<file path="config.mk">
export PLATFORM = sky130hd
export DESIGN_NAME = acr_register_bank
export DESIGN_NICKNAME = d
export VERILOG_FILES = /design/src/acr_pkg.sv /design/src/acr_conv_if.sv /design/src/acr_conv_seq.sv /design/src/acr_register_bank.sv
export SDC_FILE = /design/constraint.sdc
export NUM_CORES = 1
export LEC_CHECK = 0
export ABC_AREA = 1
export BUFFER_PORTS_ARGS = -buffer_cell sky130_fd_sc_hd__clkbuf_2
export CAP_MARGIN = 15
export CORE_AREA = 2 2 281 283
export DETAILED_ROUTE_END_ITERATION = 10
export DIE_AREA = 0 0 283 285
export PLACE_DENSITY = 0.53
export RECOVER_POWER = 25
export SYNTH_ARGS = -nofsm -noshare
export SYNTH_HDL_FRONTEND = slang
export SYNTH_SLANG_ARGS = --single-unit
</file>
<file path="constraint.sdc">
create_clock -name CLK_SYS -period 1.9 [get_ports CLK_SYS]
set_input_delay 0.285 -clock CLK_SYS [delete_from_list [all_inputs] [get_ports CLK_SYS]]
set_output_delay 0.285 -clock CLK_SYS [all_outputs]
set_load 0.01 [all_outputs]
</file>
<file path="src/acr_pkg.sv">
// Package with the register map, field layouts and encodings of the control-bus register bank.
`default_nettype none
package acr_pkg;
  localparam int ADDR_W = 16;
  localparam int DATA_W = 16;
  localparam int NUM_CH = 16;
  localparam int SMP_W  = 12;
  localparam int CH_W   = 4;

  // Register offsets on the control bus.
  localparam logic [15:0] OFS_VERSION_AND_READY   = 16'h0000;
  localparam logic [15:0] OFS_TRIGGER_COUNT       = 16'h0001;
  localparam logic [15:0] OFS_DEBUG_MONITOR       = 16'h0002;
  localparam logic [15:0] OFS_PROCESSING_CONFIG   = 16'h0003;
  localparam logic [15:0] OFS_CHANNEL_ZERO_MASK   = 16'h0004;
  localparam logic [15:0] OFS_CONV_ACCESS_CONTROL = 16'h0005;
  localparam logic [15:0] OFS_CONV_ACCESS_DATA    = 16'h0006;
  localparam logic [15:0] OFS_WINDOW_LENGTH       = 16'h0007;
  localparam logic [15:0] OFS_LOOKBACK_DEPTH      = 16'h0008;
  localparam logic [15:0] OFS_PRE_TRIGGER_COUNT   = 16'h0009;

  // Field positions.
  localparam int VER_READY_BIT   = 15;
  localparam int VER_CODE_W      = 15;
  localparam int CFG_MODE_LSB    = 0;
  localparam int CFG_MODE_W      = 3;
  localparam int CFG_RUN_BIT     = 3;
  localparam int CFG_PULSES_LSB  = 4;
  localparam int CFG_PULSES_W    = 2;
  localparam int CFG_PLAYBACK_BIT = 7;
  localparam int CFG_MONSEL_LSB  = 8;
  localparam int CAC_CHIP_LSB    = 0;
  localparam int CAC_RESET_BIT   = 4;
  localparam int CAC_RNW_BIT     = 5;
  localparam int CAC_ALL_BIT     = 6;
  localparam int CAC_GO_BIT      = 7;
  localparam int CAD_REG_LSB     = 8;
  localparam int CAD_DATA_LSB    = 0;
  localparam int CAD_BYTE_W      = 8;

  localparam int WIN_W  = 9;
  localparam int LOOK_W = 11;
  localparam int PRE_W  = 12;

  // Reset values and minimum settings.
  localparam logic [15:0]     RST_ZERO16 = 16'h0000;
  localparam logic [WIN_W-1:0] WIN_MIN    = 9'h006;
  localparam logic [PRE_W-1:0] PRE_MIN    = 12'h002;

  // Mode field encodings.
  localparam logic [2:0] MODE_RAW      = 3'h0;
  localparam logic [2:0] MODE_PULSE    = 3'h1;
  localparam logic [2:0] MODE_INTEGRAL = 3'h2;
  localparam logic [2:0] MODE_TIMING   = 3'h3;
  localparam logic [2:0] MODE_RAW_THEN_TIMING = 3'h7;

  // Launch lines of the per-mode formatters, one-hot.
  localparam int FMT_RAW_IDX      = 0;
  localparam int FMT_PULSE_IDX    = 1;
  localparam int FMT_INTEGRAL_IDX = 2;
  localparam int FMT_TIMING_IDX   = 3;
  localparam int FMT_N            = 4;

  typedef enum {FMT_IDLE, FMT_LAUNCH, FMT_WAIT, FMT_LAUNCH2, FMT_WAIT2} acr_fmt_state_t;
  typedef enum {SEQ_IDLE, SEQ_REQ, SEQ_DONE} acr_seq_state_t;
endpackage : acr_pkg
`default_nettype wire

</file>
<file path="src/acr_conv_if.sv">
// Interface between the register bank and the converter access sequencer.
`default_nettype none
interface acr_conv_if;
  logic                   start;
  logic                   all_chips;
  logic [3:0]             chip;
  logic                   rnw;
  logic [7:0]             reg_addr;
  logic [7:0]             wdata;
  logic                   busy;
  logic                   rd_done;
  logic [7:0]             rdata;
  logic [15:0]            conv_sel;
  logic                   conv_req;
  logic                   conv_rnw;
  logic [7:0]             conv_addr;
  logic [7:0]             conv_wdata;

  modport bank (output start, all_chips, chip, rnw, reg_addr, wdata,
                input busy, rd_done, rdata, conv_sel, conv_req, conv_rnw, conv_addr, conv_wdata);
  modport seq  (input start, all_chips, chip, rnw, reg_addr, wdata,
                output busy, rd_done, rdata, conv_sel, conv_req, conv_rnw, conv_addr, conv_wdata);
endinterface : acr_conv_if
`default_nettype wire

</file>
<file path="src/acr_conv_seq.sv">
// Sequencer that carries one register access to the external converter chips.
`default_nettype none
module acr_conv_seq (
  input  wire logic clk,
  input  wire logic rst,
  input  wire logic conv_ack,
  input  wire logic [7:0] conv_rdata,
  acr_conv_if.seq   cif
);
  acr_pkg::acr_seq_state_t state_reg;

  always_ff @(posedge clk) begin
    if (rst) begin
      state_reg      <= acr_pkg::SEQ_IDLE;
      cif.busy       <= 1'b0;
      cif.rd_done    <= 1'b0;
      cif.rdata      <= 8'h00;
      cif.conv_sel   <= acr_pkg::RST_ZERO16;
      cif.conv_req   <= 1'b0;
      cif.conv_rnw   <= 1'b0;
      cif.conv_addr  <= 8'h00;
      cif.conv_wdata <= 8'h00;
    end else begin
      cif.rd_done <= 1'b0;
      case (state_reg)
        acr_pkg::SEQ_IDLE: begin
          if (cif.start) begin
            // Parameters are frozen for the whole access so a bus write cannot tear it.
            cif.conv_sel   <= cif.all_chips ? 16'hFFFF : (16'h0001 << cif.chip);
            cif.conv_rnw   <= cif.rnw;
            cif.conv_addr  <= cif.reg_addr;
            cif.conv_wdata <= cif.wdata;
            cif.conv_req   <= 1'b1;
            cif.busy       <= 1'b1;
            state_reg      <= acr_pkg::SEQ_REQ;
          end
        end
        acr_pkg::SEQ_REQ: begin
          if (conv_ack) begin
            cif.conv_req <= 1'b0;
            if (cif.conv_rnw) begin
              cif.rdata   <= conv_rdata;
              cif.rd_done <= 1'b1;
            end
            state_reg <= acr_pkg::SEQ_DONE;
          end
        end
        acr_pkg::SEQ_DONE: begin
          cif.conv_sel <= acr_pkg::RST_ZERO16;
          cif.busy     <= 1'b0;
          state_reg    <= acr_pkg::SEQ_IDLE;
        end
        default: state_reg <= acr_pkg::SEQ_IDLE;
      endcase
    end
  end
endmodule : acr_conv_seq
`default_nettype wire

</file>
<file path="src/acr_register_bank.sv">
// Control-bus register bank with channel masking, monitor, converter access and formatter dispatch.
`default_nettype none
module acr_register_bank #(
  parameter logic [14:0] FW_VERSION = 15'h0001  // Arbitrary value.
) (
  input  wire logic        CLK_SYS,
  input  wire logic        RESET,
  input  wire logic [15:0] CB_ADDR,
  input  wire logic        CB_WR,
  input  wire logic        CB_RD,
  input  wire logic [15:0] CB_WDATA,
  output var  logic [15:0] CB_RDATA,
  output var  logic        CB_RVALID,
  input  wire logic [191:0] LIVE_SAMPLES,
  input  wire logic [191:0] PLAYBACK_SAMPLES,
  output var  logic [191:0] PROC_SAMPLES,
  input  wire logic        TRIGGER,
  input  wire logic        EVENT_READY,
  input  wire logic        FMT_DONE,
  output var  logic [3:0]  FMT_START,
  output var  logic [1:0]  PULSE_COUNT,
  output var  logic [8:0]  WINDOW_LENGTH,
  output var  logic [8:0]  REPORT_LENGTH,
  output var  logic        DISCARD_LAST,
  output var  logic [10:0] LOOKBACK_DEPTH,
  output var  logic [11:0] PRE_TRIGGER_COUNT,
  output var  logic        CONV_RESET,
  output var  logic [15:0] CONV_SEL,
  output var  logic        CONV_REQ,
  output var  logic        CONV_RNW,
  output var  logic [7:0]  CONV_ADDR,
  output var  logic [7:0]  CONV_WDATA,
  input  wire logic        CONV_ACK,
  input  wire logic [7:0]  CONV_RDATA
);
  logic [15:0] trigger_count_reg;
  logic [15:0] processing_config_reg;
  logic [15:0] channel_zero_mask_reg;
  logic [15:0] converter_access_control_reg;
  logic [15:0] converter_access_data_reg;
  logic [8:0]  window_length_reg;
  logic [10:0] lookback_depth_reg;
  logic [11:0] pre_trigger_count_reg;
  logic [15:0] debug_monitor_reg;
  logic        go_prev_reg;
  logic        conv_start_reg;
  logic [15:0] rdata_next;
  logic [2:0]  mode;
  logic [3:0]  mon_sel;
  logic [191:0] src_samples;

  acr_pkg::acr_fmt_state_t fmt_state_reg;

  acr_conv_if cif ();

  assign mode    = processing_config_reg[acr_pkg::CFG_MODE_LSB +: acr_pkg::CFG_MODE_W];
  assign mon_sel = processing_config_reg[acr_pkg::CFG_MONSEL_LSB +: acr_pkg::CH_W];

  // Writes to configuration registers.
  always_ff @(posedge CLK_SYS) begin
    if (RESET) begin
      processing_config_reg        <= acr_pkg::RST_ZERO16;
      channel_zero_mask_reg        <= acr_pkg::RST_ZERO16;
      converter_access_control_reg <= acr_pkg::RST_ZERO16;
      window_length_reg            <= acr_pkg::WIN_MIN;
      lookback_depth_reg           <= 11'h000;
      pre_trigger_count_reg        <= acr_pkg::PRE_MIN;
    end else if (CB_WR) begin
      case (CB_ADDR)
        acr_pkg::OFS_PROCESSING_CONFIG:   processing_config_reg <= CB_WDATA;
        acr_pkg::OFS_CHANNEL_ZERO_MASK:   channel_zero_mask_reg <= CB_WDATA;
        acr_pkg::OFS_CONV_ACCESS_CONTROL: converter_access_control_reg <= CB_WDATA;
        acr_pkg::OFS_WINDOW_LENGTH: begin
          // Settings below the minimum are raised to it rather than left unusable.
          if (CB_WDATA[acr_pkg::WIN_W-1:0] < acr_pkg::WIN_MIN) begin
            window_length_reg <= acr_pkg::WIN_MIN;
          end else begin
            window_length_reg <= CB_WDATA[acr_pkg::WIN_W-1:0];
          end
        end
        acr_pkg::OFS_LOOKBACK_DEPTH: lookback_depth_reg <= CB_WDATA[acr_pkg::LOOK_W-1:0];
        acr_pkg::OFS_PRE_TRIGGER_COUNT: begin
          if (CB_WDATA[acr_pkg::PRE_W-1:0] < acr_pkg::PRE_MIN) begin
            pre_trigger_count_reg <= acr_pkg::PRE_MIN;
          end else begin
            pre_trigger_count_reg <= CB_WDATA[acr_pkg::PRE_W-1:0];
          end
        end
        default: ;
      endcase
    end
  end

  // The access data register also takes the byte returned by a converter read.
  always_ff @(posedge CLK_SYS) begin
    if (RESET) begin
      converter_access_data_reg <= acr_pkg::RST_ZERO16;
    end else if (cif.rd_done) begin
      converter_access_data_reg[acr_pkg::CAD_DATA_LSB +: acr_pkg::CAD_BYTE_W] <= cif.rdata;
    end else if (CB_WR && CB_ADDR == acr_pkg::OFS_CONV_ACCESS_DATA) begin
      converter_access_data_reg <= CB_WDATA;
    end
  end

  // Converter access start on the rising edge of the go bit.
  always_ff @(posedge CLK_SYS) begin
    if (RESET) begin
      go_prev_reg    <= 1'b0;
      conv_start_reg <= 1'b0;
      CONV_RESET     <= 1'b0;
    end else begin
      go_prev_reg    <= converter_access_control_reg[acr_pkg::CAC_GO_BIT];
      // An edge seen while busy is dropped; software polls the ready flag first.
      conv_start_reg <= converter_access_control_reg[acr_pkg::CAC_GO_BIT] && !go_prev_reg && !cif.busy;
      CONV_RESET     <= converter_access_control_reg[acr_pkg::CAC_RESET_BIT];
    end
  end

  assign cif.start     = conv_start_reg;
  assign cif.all_chips = converter_access_control_reg[acr_pkg::CAC_ALL_BIT];
  assign cif.chip      = converter_access_control_reg[acr_pkg::CAC_CHIP_LSB +: acr_pkg::CH_W];
  assign cif.rnw       = converter_access_control_reg[acr_pkg::CAC_RNW_BIT];
  assign cif.reg_addr  = converter_access_data_reg[acr_pkg::CAD_REG_LSB +: acr_pkg::CAD_BYTE_W];
  assign cif.wdata     = converter_access_data_reg[acr_pkg::CAD_DATA_LSB +: acr_pkg::CAD_BYTE_W];

  acr_conv_seq u_conv_seq (
    .clk        (CLK_SYS),
    .rst        (RESET),
    .conv_ack   (CONV_ACK),
    .conv_rdata (CONV_RDATA),
    .cif        (cif.seq)
  );

  assign CONV_SEL   = cif.conv_sel;
  assign CONV_REQ   = cif.conv_req;
  assign CONV_RNW   = cif.conv_rnw;
  assign CONV_ADDR  = cif.conv_addr;
  assign CONV_WDATA = cif.conv_wdata;

  // Sample source and per-channel zero forcing.
  assign src_samples = processing_config_reg[acr_pkg::CFG_PLAYBACK_BIT] ? PLAYBACK_SAMPLES : LIVE_SAMPLES;

  genvar ch;
  generate
    for (ch = 0; ch < acr_pkg::NUM_CH; ch++) begin : g_mask
      always_ff @(posedge CLK_SYS) begin
        if (RESET) begin
          PROC_SAMPLES[ch*acr_pkg::SMP_W +: acr_pkg::SMP_W] <= 12'h000;
        end else if (channel_zero_mask_reg[ch]) begin
          PROC_SAMPLES[ch*acr_pkg::SMP_W +: acr_pkg::SMP_W] <= 12'h000;
        end else begin
          PROC_SAMPLES[ch*acr_pkg::SMP_W +: acr_pkg::SMP_W] <= src_samples[ch*acr_pkg::SMP_W +: acr_pkg::SMP_W];
        end
      end
    end
  endgenerate

  // Debug monitor follows the selected channel every cycle.
  always_ff @(posedge CLK_SYS) begin
    if (RESET) begin
      debug_monitor_reg <= acr_pkg::RST_ZERO16;
    end else begin
      debug_monitor_reg <= {4'h0, src_samples[mon_sel*acr_pkg::SMP_W +: acr_pkg::SMP_W]};
    end
  end

  always_ff @(posedge CLK_SYS) begin
    if (RESET) begin
      trigger_count_reg <= acr_pkg::RST_ZERO16;
    end else if (TRIGGER) begin
      trigger_count_reg <= trigger_count_reg + 16'h0001;
    end
  end

  // Configuration outputs.
  always_ff @(posedge CLK_SYS) begin
    if (RESET) begin
      PULSE_COUNT       <= 2'h0;
      WINDOW_LENGTH     <= acr_pkg::WIN_MIN;
      REPORT_LENGTH     <= acr_pkg::WIN_MIN;
      DISCARD_LAST      <= 1'b0;
      LOOKBACK_DEPTH    <= 11'h000;
      PRE_TRIGGER_COUNT <= acr_pkg::PRE_MIN;
    end else begin
      PULSE_COUNT       <= processing_config_reg[acr_pkg::CFG_PULSES_LSB +: acr_pkg::CFG_PULSES_W];
      WINDOW_LENGTH     <= window_length_reg;
      // Odd windows are padded to the next even count and the pad sample is flagged for discard.
      REPORT_LENGTH     <= window_length_reg + {8'h00, window_length_reg[0]};
      DISCARD_LAST      <= window_length_reg[0];
      LOOKBACK_DEPTH    <= lookback_depth_reg;
      PRE_TRIGGER_COUNT <= pre_trigger_count_reg;
    end
  end

  // Formatter dispatch: one launch pulse per event for mode codes 0-3, two for the raw-then-timing code, none for codes 4-6.
  always_ff @(posedge CLK_SYS) begin
    if (RESET) begin
      fmt_state_reg <= acr_pkg::FMT_IDLE;
      FMT_START     <= 4'h0;
    end else begin
      FMT_START <= 4'h0;
      case (fmt_state_reg)
        acr_pkg::FMT_IDLE: begin
          if (EVENT_READY && processing_config_reg[acr_pkg::CFG_RUN_BIT]) begin
            fmt_state_reg <= acr_pkg::FMT_LAUNCH;
          end
        end
        acr_pkg::FMT_LAUNCH: begin
          fmt_state_reg <= acr_pkg::FMT_WAIT;
          case (mode)
            acr_pkg::MODE_RAW:            FMT_START[acr_pkg::FMT_RAW_IDX] <= 1'b1;
            acr_pkg::MODE_PULSE:          FMT_START[acr_pkg::FMT_PULSE_IDX] <= 1'b1;
            acr_pkg::MODE_INTEGRAL:       FMT_START[acr_pkg::FMT_INTEGRAL_IDX] <= 1'b1;
            acr_pkg::MODE_TIMING:         FMT_START[acr_pkg::FMT_TIMING_IDX] <= 1'b1;
            acr_pkg::MODE_RAW_THEN_TIMING: FMT_START[acr_pkg::FMT_RAW_IDX] <= 1'b1;
            default:                      fmt_state_reg <= acr_pkg::FMT_IDLE;
          endcase
        end
        acr_pkg::FMT_WAIT: begin
          if (FMT_DONE) begin
            if (mode == acr_pkg::MODE_RAW_THEN_TIMING) begin
              fmt_state_reg <= acr_pkg::FMT_LAUNCH2;
            end else begin
              fmt_state_reg <= acr_pkg::FMT_IDLE;
            end
          end
        end
        acr_pkg::FMT_LAUNCH2: begin
          FMT_START[acr_pkg::FMT_TIMING_IDX] <= 1'b1;
          fmt_state_reg <= acr_pkg::FMT_WAIT2;
        end
        acr_pkg::FMT_WAIT2: begin
          if (FMT_DONE) begin
            fmt_state_reg <= acr_pkg::FMT_IDLE;
          end
        end
        default: fmt_state_reg <= acr_pkg::FMT_IDLE;
      endcase
    end
  end

  // Read multiplexer; answer lands one cycle after the strobe.
  always_comb begin
    rdata_next = acr_pkg::RST_ZERO16;
    case (CB_ADDR)
      acr_pkg::OFS_VERSION_AND_READY:   rdata_next = {!cif.busy && !conv_start_reg, FW_VERSION};
      acr_pkg::OFS_TRIGGER_COUNT:       rdata_next = trigger_count_reg;
      acr_pkg::OFS_DEBUG_MONITOR:       rdata_next = debug_monitor_reg;
      acr_pkg::OFS_PROCESSING_CONFIG:   rdata_next = processing_config_reg;
      acr_pkg::OFS_CHANNEL_ZERO_MASK:   rdata_next = channel_zero_mask_reg;
      acr_pkg::OFS_CONV_ACCESS_CONTROL: rdata_next = converter_access_control_reg;
      acr_pkg::OFS_CONV_ACCESS_DATA:    rdata_next = converter_access_data_reg;
      acr_pkg::OFS_WINDOW_LENGTH:       rdata_next = {7'h00, window_length_reg};
      acr_pkg::OFS_LOOKBACK_DEPTH:      rdata_next = {5'h00, lookback_depth_reg};
      acr_pkg::OFS_PRE_TRIGGER_COUNT:   rdata_next = {4'h0, pre_trigger_count_reg};
      default:                          rdata_next = acr_pkg::RST_ZERO16;
    endcase
  end

  always_ff @(posedge CLK_SYS) begin
    if (RESET) begin
      CB_RDATA  <= acr_pkg::RST_ZERO16;
      CB_RVALID <= 1'b0;
    end else begin
      CB_RVALID <= CB_RD;
      if (CB_RD) begin
        CB_RDATA <= rdata_next;
      end
    end
  end
endmodule : acr_register_bank
`default_nettype wire

</file>
==> out/qor.txt, run 1 <==
=================================================================================
TritonCTS clock tree ...............................................          yes
PD cells ...........................................................   788 mW/mm2
Initial core utilization ...........................................        0.235
Grt total ovfl .....................................................            0
Share of cells above drive strength 1 ..............................        0.369
Minimum clock period after layout ..................................      1.96 ns
DIE HEIGHT .........................................................       285 um
Clk slew on worst S/H paths ........................................      0.06 ns
Critical path, cell by cell ........................................ buf_12 > buf_16 > mux2i_1 > buf_4 > nand2_1 > nand3_1 > nand3_1 > nand3_4 > a21oi_1
Floorplan core area ................................................   0.0780 mm2
Share of the clock period used by the worst path ...................         1.03
Vias after detailed routing ........................................        21700
P_leak .............................................................      13.3 nW
Commonest non-fill, non-tap cell in the layout ..................... sky130_fd_sc_hd__clkbuf_2
Share of total power in the clock network ..........................        0.476
Fmax ...............................................................    0.510 GHz
Number of violations of the max-capacitance limit ..................            0
Finished Cell Area .................................................   0.0293 mm2
Post-synthesis sequential element count ............................          431
Path class of the lowest-slack min-delay path ...................... primary input to flop
Library cell occupying the most area in the post-synthesis netlist . sky130_fd_sc_hd__dfxtp_1
Portion of synthesized cell area occupied by the leading cell type .        0.471
Power share of the sequential group ................................        0.406
Minimum setup slack in the final design ............................   -0.0589 ns
Number of buffers between clock root and the deepest sink ..........            3
Cells taking the most area after synthesis ......................... sky130_fd_sc_hd__dfxtp_1 47%, sky130_fd_sc_hd__nand2_1 9.9%, sky130_fd_sc_hd__nand3_1 9.4%, sky130_fd_sc_hd__nor2_1 6.0%, sky130_fd_sc_hd__a21oi_1 5.3%
Layout Utilization .................................................        0.376
Slack of the worst reg-to-reg path .................................     -0.06 ns
First-pass GRT wire length .........................................       161 mm
Sw Share ...........................................................        0.267
Placement-stage cell area ..........................................   0.0242 mm2
Number of library cell types mapped by synthesis ...................           40
Hold Vio Cnt, Final ................................................            0
Post-DP HPWL .......................................................      91.7 mm
Area of the mapped netlist .........................................   0.0183 mm2
Internal power contribution ........................................      16.9 mW
Post-synthesis to final-layout area growth .........................        60.1%
FILL cells .........................................................         8213
Actual transition at the worst max-transition pin ..................     0.886 ns
Number of nets at the end of the flow ..............................         3894
Worst-skew pair later-pin latency ..................................      0.63 ns
Largest net degree at the start of global routing ..................          123
Post-detailed-route wirelength per cell ............................      25.8 um
Critical path's most frequent cell ................................. sky130_fd_sc_hd__nand3_1
Crit path launch type ..............................................         flop
Max FFs per register ...............................................          192
Remaining max-slew budget at the tightest pin ......................        0.409
Mean instance size in the synthesized netlist ......................     7.45 um2
Input/output buffers ...............................................          722
Fin Clk Skew .......................................................    0.0305 ns
Gate power share ...................................................        0.119
Switching power of the nets ........................................      6.17 mW
Drt first pass iters ...............................................            5
Slowest library cell on the worst path ............................. sky130_fd_sc_hd__mux2i_1
Cell at the root of the clock tree ................................. sky130_fd_sc_hd__clkbuf_16
Sequential share of the synthesized area ...........................        0.471
Highest ir drop seen on vdd ........................................   0.000689 V
Combined buffer and inverter count along the critical path .........            3
Post-detailed-route via-to-cell ratio ..............................         4.77
Setup violators final ..............................................           10
Post-detailed-route DRC marker count ...............................            0
Top library cells by usage in the layout, fill and taps aside ...... 721 x sky130_fd_sc_hd__clkbuf_2, 480 x sky130_fd_sc_hd__nand2_1, 427 x sky130_fd_sc_hd__dfxtp_1, 289 x sky130_fd_sc_hd__nor2_1, 273 x sky130_fd_sc_hd__nand3_1
Family with the most delay on the worst path ....................... buffers and inverters
Overall die area ...................................................   0.0807 mm2
Total I/O pin count ................................................          724
Minimum setup slack after placement ................................    -0.374 ns
Number of global-route vias before repair ..........................        21300
Instance count of the mapped netlist ...............................         2455
Clock net sink count ...............................................          431
Endpoint required time on the critical path ........................      2.39 ns
Failing checks ..................................................... setup timing
H-tree depth .......................................................            2
Overall power of the completed layout ..............................      23.1 mW
Critical Path End Type .............................................         flop
Die X ..............................................................       283 um
Setup repair after global routing missed its margin ................          yes
Final Max Tran Viols ...............................................            0
Outcome ............................................................ finished, violations left
Num rows ...........................................................          103
Critical path start-end classification ............................. flop to flop
Net count after synthesis ..........................................         2889
ANT nets after route ...............................................            0
Total length of routed wires .......................................       118 mm
Number of clock buffers inserted by TritonCTS ......................           52
Overall track demand over capacity in global routing ...............        0.279
Critical path peak fanout ..........................................           10
Number of warnings printed during yosys synthesis ..................            0
Final weighted congestion in routability-driven placement ..........        0.982
Most flops, register ............................................... PROC_SAMPLES
Setup TNS after final layout .......................................    -0.319 ns
Critical Path AT ...................................................      2.45 ns
Antenna violations before repair ...................................           18
Detailed Route Iter0 Violations ....................................         1792
Delay of the slowest cell on the worst path ........................      0.43 ns
=================================================================================
-- logic make-up (layout without fill, tap and decap cells) --
family / Yosys count / count (layout) / share of synthesized area
buf+inv: 295 / 1344 / 0.0707
simple gates: 1222 / 1222 / 0.291
xor+xnor: 2 / 2 / 0.000957
mux: 95 / 95 / 0.0520
other cells: 1 / 7 / 0.000205
compound gates: 407 / 407 / 0.113
fa+ha+maj: 2 / 2 / 0.00137
flops: 431 / 431 / 0.471
-- worst paths after layout --
path | from | endpoint | cells after the start
max | processing_config_reg[7] | debug_monitor_reg[5] | 9
min | LIVE_SAMPLES[33] | PROC_SAMPLES[33] | 4
max reg2reg | processing_config_reg[7] | debug_monitor_reg[5] | 9
min reg2reg | go_prev_reg | cif.start | 1
-- per-layer routing --
metal  global-route usage  wire length (um)
met4                0.105              5030
met2                0.466             54900
met1                0.348             47700
met3               0.0642              9850
met5                    0               131
-- through the flow --
stage	std cells	hold slack [ns]
floorplan	2455	0.368
global placement	4256	0.373
detailed placement	4256	0.379
CTS	4531	0.000401
global route	4559	0.00865
finish	4560	0.00131
-- cells in the mapped netlist (all sizes together) --
cell type,n
o21bai,1
inv,125
o21a,1
or2,64
o21ai,197
o211ai,2
dfxtp,431
and2,3
or3,1
a21oi,195
clkinv,3
nor3,10
clkbuf,91
a31oi,8
nor2,301
xnor2,2
nand3b,1
nor4,6
buf,76
mux2i,95
o31ai,2
nand3,347
nand4,5
a211oi,1
ha,2
nand2,484
conb,1
-- power groups by stage --
| stage | Clock [mW] | Sequential [mW] | Combinational, mW |
|---|---|---|---|
| final | 11.0 | 9.37 | 2.74 |
| after global routing | 11.6 | 9.38 | 2.87 |
| after CTS | 11.2 | 9.37 | 2.62 |
| after detailed placement | 0 | 9.56 | 2.24 |
| after global placement | 0 | 9.56 | 2.27 |
| after floorplan | 0 | 9.66 | 0.573 |
-- repair_timing --
action	in CTS	in global routing
hold endpoints to repair	110	5
setup endpoints to repair	12	34
buffers inserted	10	13
hold buffers	163	6
resized for setup	122	156
pin swaps	7	29
cloned	4	6
-- final cells by class --
type	count	area, um2	share of cell area
Antenna cell	6	15.0	0.000513
Clock buffer	64	1430	0.0487
Clock inverter	34	452	0.0154
Inverter	128	490	0.0167
Multi-Input combinational cell	1729	9330	0.319
Sequential cell	431	8640	0.295
Tap cell	1050	1310	0.0449
Timing Repair Buffer	1118	7620	0.260
-- worst reg2reg max path, stage by stage (launching register included) --
cell and delay (ns):
sky130_fd_sc_hd__dfxtp_4 0.39, sky130_fd_sc_hd__buf_12 0.16, sky130_fd_sc_hd__buf_16 0.17, sky130_fd_sc_hd__mux2i_1 0.44, sky130_fd_sc_hd__buf_4 0.20, sky130_fd_sc_hd__nand2_1 0.04
sky130_fd_sc_hd__nand3_1 0.09, sky130_fd_sc_hd__nand3_1 0.12, sky130_fd_sc_hd__nand3_4 0.12, sky130_fd_sc_hd__a21oi_1 0.09
No activity file was read; power rests on OpenSTA's default activity.
==> run 2: changes to the inputs <==
Settings changed: SETUP_SLACK_MARGIN set to 0.5, SLEW_MARGIN set to 30.
Clock period 1.9 ns to 2.5 ns, I/O delays scaled along.
==> out/qor.txt, run 2 (synthesis gave the netlist of run 1 again) <==
==============================================================================
Switching power of the nets .....................................      4.52 mW
Number of buffers between clock root and the deepest sink .......            3
Setup violators final ...........................................            0
Endpoint required time on the critical path .....................      2.91 ns
Total I/O pin count .............................................          724
Overall die area ................................................   0.0807 mm2
Path class of the lowest-slack min-delay path ................... primary input to flop
Clk slew on worst S/H paths .....................................      0.06 ns
Post-detailed-route wirelength per cell .........................      26.6 um
Number of violations of the max-capacitance limit ...............            1
Worst-skew pair later-pin latency ...............................      0.63 ns
Highest ir drop seen on vdd .....................................   0.000552 V
Detailed Route Iter0 Violations .................................         1870
DIE HEIGHT ......................................................       285 um
Top library cells by usage in the layout, fill and taps aside ... 721 x sky130_fd_sc_hd__clkbuf_2, 480 x sky130_fd_sc_hd__nand2_1, 427 x sky130_fd_sc_hd__dfxtp_1, 321 x sky130_fd_sc_hd__nand3_1, 293 x sky130_fd_sc_hd__nor2_1
Crit Reg-Reg Endpoint ........................................... debug_monitor_reg[4]
Setup TNS after final layout ....................................         0 ns
P_leak ..........................................................      11.6 nW
Critical path peak fanout .......................................           31
Placement-stage cell area .......................................   0.0233 mm2
Largest net degree at the start of global routing ...............          123
Post-detailed-route via-to-cell ratio ...........................         4.80
Minimum setup slack after placement .............................   -0.0440 ns
Vias after detailed routing .....................................        20600
Die X ...........................................................       283 um
Minimum setup slack in the final design .........................     0.226 ns
Antenna violations before repair ................................           18
First-pass GRT wire length ......................................       156 mm
Setup repair after global routing missed its margin .............          yes
Outcome ......................................................... finished, violations left
Number of global-route vias before repair .......................        19900
Max FFs per register ............................................          192
Hold path cells .................................................            3
Critical path start-end classification .......................... flop to flop
Hold Vio Cnt, Final .............................................            0
Actual transition at the worst max-transition pin ...............      1.61 ns
ANT nets after route ............................................            0
Number of clock buffers inserted by TritonCTS ...................           52
Critical Path End Type ..........................................         flop
Grt total ovfl ..................................................            0
Input/output buffers ............................................          722
Post-synthesis to final-layout area growth ......................        40.8%
Post-DP HPWL ....................................................      90.7 mm
Floorplan core area .............................................   0.0780 mm2
Initial core utilization ........................................        0.235
Num rows ........................................................          103
Remaining max-slew budget at the tightest pin ...................      -0.0702
Share of cells above drive strength 1 ...........................        0.320
Total length of routed wires ....................................       114 mm
Overall power of the completed layout ...........................      16.9 mW
Fin Clk Skew ....................................................    0.0427 ns
Sw Share ........................................................        0.268
Slack of the worst reg-to-reg path ..............................      0.23 ns
Final Max Tran Viols ............................................          123
H-tree depth ....................................................            2
Number of cell instances on the worst register-to-register path .            8
Failing checks .................................................. capacitance limit, slew limit
Endpoint of the worst hold path ................................. PROC_SAMPLES[0]
Commonest non-fill, non-tap cell in the layout .................. sky130_fd_sc_hd__clkbuf_2
Clock net sink count ............................................          431
Finished Cell Area ..............................................   0.0258 mm2
Beginning of the worst register-to-register path ................ processing_config_reg[7]
Layout Utilization ..............................................        0.330
Critical hold path startpoint ................................... PLAYBACK_SAMPLES[0]
Most flops, register ............................................ PROC_SAMPLES
Crit path launch type ...........................................         flop
TritonCTS clock tree ............................................          yes
Cell at the root of the clock tree .............................. sky130_fd_sc_hd__clkbuf_16
Launch point of the worst path .................................. processing_config_reg[7]
Fmax ............................................................    0.440 GHz
PD cells ........................................................   656 mW/mm2
Gate power share ................................................        0.100
Minimum clock period after layout ...............................      2.27 ns
Share of total power in the clock network .......................        0.479
Drt first pass iters ............................................            6
Number of nets at the end of the flow ...........................         3624
Internal power contribution .....................................      12.4 mW
Share of the clock period used by the worst path ................        0.910
Power share of the sequential group .............................        0.421
Post-detailed-route DRC marker count ............................            0
Overall track demand over capacity in global routing ............        0.273
FILL cells ......................................................         8532
Critical Path AT ................................................      2.68 ns
Final weighted congestion in routability-driven placement .......         1.01
==============================================================================
[run 2: timing repair]
action | CTS | global route
hold endpoints to repair | 21 | 0
gates resized for setup | 52 | 55
endpoints found under the setup margin | 12 | 15
buffers inserted | 5 | 0
hold buffers | 32 | 0
cloned | 1 | 0
pin swaps | 1 | 2
[run 2: per-layer routing]
metal / global-route usage / vias to the layer above / wire length [um]
met4: 0.107 / 16 / 4720
met5: 0 / - / 94
li1: - / 9564 / -
met2: 0.444 / 997 / 52300
met1: 0.348 / 9836 / 47200
met3: 0.0656 / 175 / 9750
[run 2: area by class of cell]
type | count | area, um2 | area share
antenna | 10 | 25.0 | 0.000971
clock buffer | 70 | 1450 | 0.0562
clock inverter | 27 | 360 | 0.0140
inverter | 128 | 490 | 0.0190
multi-input combinational | 1729 | 8700 | 0.338
sequential | 431 | 8640 | 0.335
tap | 1050 | 1310 | 0.0510
timing repair buffer | 848 | 4780 | 0.186
[run 2: worst max path at each step]
stage	to	slack [ns]	cells past startpoint
floorplan	processing_config_reg[10]	0.90	10
global placement	debug_monitor_reg[9]	-0.003	9
detailed placement	debug_monitor_reg[9]	-0.04	9
CTS	debug_monitor_reg[5]	0.44	9
global route	debug_monitor_reg[9]	0.21	8
finish	debug_monitor_reg[4]	0.23	8
[run 2: through the flow]
step / std cells / hold slack (ns)
2_1_floorplan: 2455 / 0.368
3_3_place_gp: 4148 / 0.375
3_5_place_dp: 4148 / 0.392
4_1_cts: 4283 / 0.000450
5_1_grt: 4289 / 0.0232
6_report: 4293 / 0.0303
[run 2: critical path: stages (launching register included)]
cell and delay [ns]:
sky130_fd_sc_hd__dfxtp_4 0.47, sky130_fd_sc_hd__clkbuf_1 0.31, sky130_fd_sc_hd__bufbuf_16 0.41, sky130_fd_sc_hd__mux2i_1 0.39, sky130_fd_sc_hd__nand2_1 0.10, sky130_fd_sc_hd__nand3_1 0.09
sky130_fd_sc_hd__nand3_1 0.07, sky130_fd_sc_hd__nand3_1 0.11, sky130_fd_sc_hd__a21oi_1 0.08
[run 2: power groups by stage]
| stage | Sequential (mW) | Clock (mW) | Combinational [mW] |
|---|---|---|---|
| after global routing | 7.13 | 8.51 | 1.77 |
| final | 7.12 | 8.09 | 1.70 |
| after floorplan | 7.34 | 0 | 0.435 |
| after detailed placement | 7.27 | 0 | 1.59 |
| after CTS | 7.12 | 8.24 | 1.67 |
| after global placement | 7.27 | 0 | 1.61 |
==> run 3: changes to the inputs <==
Settings changed: CTS_BUF_LIST set to sky130_fd_sc_hd__clkbuf_2 sky130_fd_sc_hd__clkbuf_4 sky130_fd_sc_hd__clkbuf_8.
==> out/qor.txt, run 3 (synthesis gave the netlist of run 1 again) <==
============================================================================
TritonCTS clock tree ..........................................          yes
Path class of the lowest-slack min-delay path ................. primary input to flop
Post-DP HPWL ..................................................      90.7 mm
Total length of routed wires ..................................       117 mm
Number of violations of the max-capacitance limit .............            1
Failing checks ................................................ capacitance limit, slew limit
Antenna violations before repair ..............................           18
Input/output buffers ..........................................          722
Grt total ovfl ................................................            0
H-tree depth ..................................................            3
Cell at the root of the clock tree ............................ sky130_fd_sc_hd__clkbuf_8
Post-detailed-route DRC marker count ..........................            0
P_leak ........................................................      12.5 nW
Max FFs per register ..........................................          192
Overall die area ..............................................   0.0807 mm2
Setup violators final .........................................            0
Critical path start-end classification ........................ flop to flop
Highest ir drop seen on vdd ...................................   0.000372 V
Worst-skew pair later-pin latency .............................      0.69 ns
Combined buffer and inverter count along the critical path ....            3
Most flops, register .......................................... PROC_SAMPLES
Number of global-route vias before repair .....................        20900
Critical Path End Type ........................................         flop
Inst Count DP .................................................         4148
Overall track demand over capacity in global routing ..........        0.278
Delay of the slowest cell on the worst path ...................      0.49 ns
Largest net degree at the start of global routing .............          123
Fmax ..........................................................    0.442 GHz
PD cells ......................................................   612 mW/mm2
Post-detailed-route via-to-cell ratio .........................         4.76
Family with the most delay on the worst path .................. simple AND/OR/NAND/NOR gates
Number of clock buffers inserted by TritonCTS .................           81
Num rows ......................................................          103
Count of non-filler cells in the finished layout ..............         4507
Placement-stage cell area .....................................   0.0233 mm2
Share of the clock period used by the worst path ..............        0.905
Clk slew on worst S/H paths ...................................      0.06 ns
Initial core utilization ......................................        0.235
Final Max Tran Viols ..........................................          123
Endpoint required time on the critical path ...................      2.99 ns
Top library cells by usage in the layout, fill and taps aside . 723 x sky130_fd_sc_hd__clkbuf_2, 482 x sky130_fd_sc_hd__nand2_1, 428 x sky130_fd_sc_hd__dfxtp_1, 316 x sky130_fd_sc_hd__nand3_1, 295 x sky130_fd_sc_hd__nor2_1
Floorplan core area ...........................................   0.0780 mm2
Post-detailed-route wirelength per cell .......................      25.9 um
Die X .........................................................       283 um
Drt first pass iters ..........................................            5
Finished Cell Area ............................................   0.0276 mm2
Minimum clock period after layout .............................      2.26 ns
Layout Utilization ............................................        0.354
Fin Clk Skew ..................................................    0.0282 ns
Clock net sink count ..........................................          431
Critical path, cell by cell ................................... buf_12 > buf_16 > buf_12 > mux2i_1 > nand2_1 > nand3_1 > nand3_2 > nand3_4 > a21oi_1
Remaining max-slew budget at the tightest pin .................      -0.0829
Number of nets at the end of the flow .........................         3818
Actual transition at the worst max-transition pin .............      1.62 ns
Critical path peak fanout .....................................           16
Share of cells above drive strength 1 .........................        0.321
Setup repair after global routing missed its margin ...........          yes
DIE HEIGHT ....................................................       285 um
Final weighted congestion in routability-driven placement .....         1.01
Total I/O pin count ...........................................          724
Crit path launch type .........................................         flop
First-pass GRT wire length ....................................       159 mm
Slowest library cell on the worst path ........................ sky130_fd_sc_hd__mux2i_1
Hold Vio Cnt, Final ...........................................            0
Vias after detailed routing ...................................        21400
Number of buffers between clock root and the deepest sink .....            3
Commonest non-fill, non-tap cell in the layout ................ sky130_fd_sc_hd__clkbuf_2
Outcome ....................................................... finished, violations left
Post-synthesis to final-layout area growth ....................        50.6%
Critical Path AT ..............................................      2.75 ns
Critical path's most frequent cell ............................ sky130_fd_sc_hd__buf_12
ANT nets after route ..........................................            0
Detailed Route Iter0 Violations ...............................         1978
============================================================================
[run 3: area by class of cell]
type                    count  area [um2]
clock buffers             124        1590
repair inverters            1        8.76
flip-flops and latches    431        8630
well taps                1050        1310
fillers                  8409       50400
repair buffers           1012        6470
diodes                     10        25.0
multi-input cells        1729        8780
inverters                 128         495
clock inverters            22         254
[run 3: timing repair]
item                                    4_1_cts  5_1_grt
hold buffers                                188        3
setup buffers                                 3        5
gates resized for setup                      57       93
endpoints found under the setup margin       12       23
pin swaps                                     3        6
hold endpoints to repair                    118        2
cloned                                        1        3
[run 3: worst paths after layout]
kind	from	to	slack, ns	cells past startpoint
hold reg to reg	go_prev_reg	cif.start	0.39	1
setup / recovery	processing_config_reg[7]	debug_monitor_reg[3]	0.24	9
setup reg to reg	processing_config_reg[7]	debug_monitor_reg[3]	0.24	9
hold / removal	LIVE_SAMPLES[127]	PROC_SAMPLES[127]	0.04	4
[run 3: layer usage]
layer	vias up	wire length, um	GRT usage	part of all wire
met5	-	92	0	0.00079
met4	16	5780	0.127	0.049
met3	194	10400	0.0714	0.089
met2	1039	53000	0.447	0.45
met1	10200	47600	0.348	0.41
li1	9965	-	-	-
[run 3: where the power goes]
part	leakage (nW)	switching, mW	internal (mW)
Sequential	3.53	0.0696	7.05
Clock	0.965	3.40	4.42
Combinational	7.98	1.15	0.778
[run 3: per-stage QoR]
step / setup slack (ns) / hold slack (ns) / TNS, ns / power (mW)
final: 0.239 / 0.0425 / 0 / 16.9
after global routing: 0.235 / 0.0149 / 0 / 17.4
after CTS: 0.457 / 0.000741 / 0 / 17.0
after global placement: -0.00305 / 0.375 / -0.00305 / 8.88
after floorplan: 0.896 / 0.368 / 0 / 7.77
after detailed placement: -0.0440 / 0.392 / -0.0475 / 8.86
[run 3: worst register-to-register path: cells and delay by family (launching register included)]
family,cells,cell delay [ns]
mux,1,0.50
flops,1,0.39
simple gates,4,0.53
compound gates,1,0.10
buf+inv,3,0.55
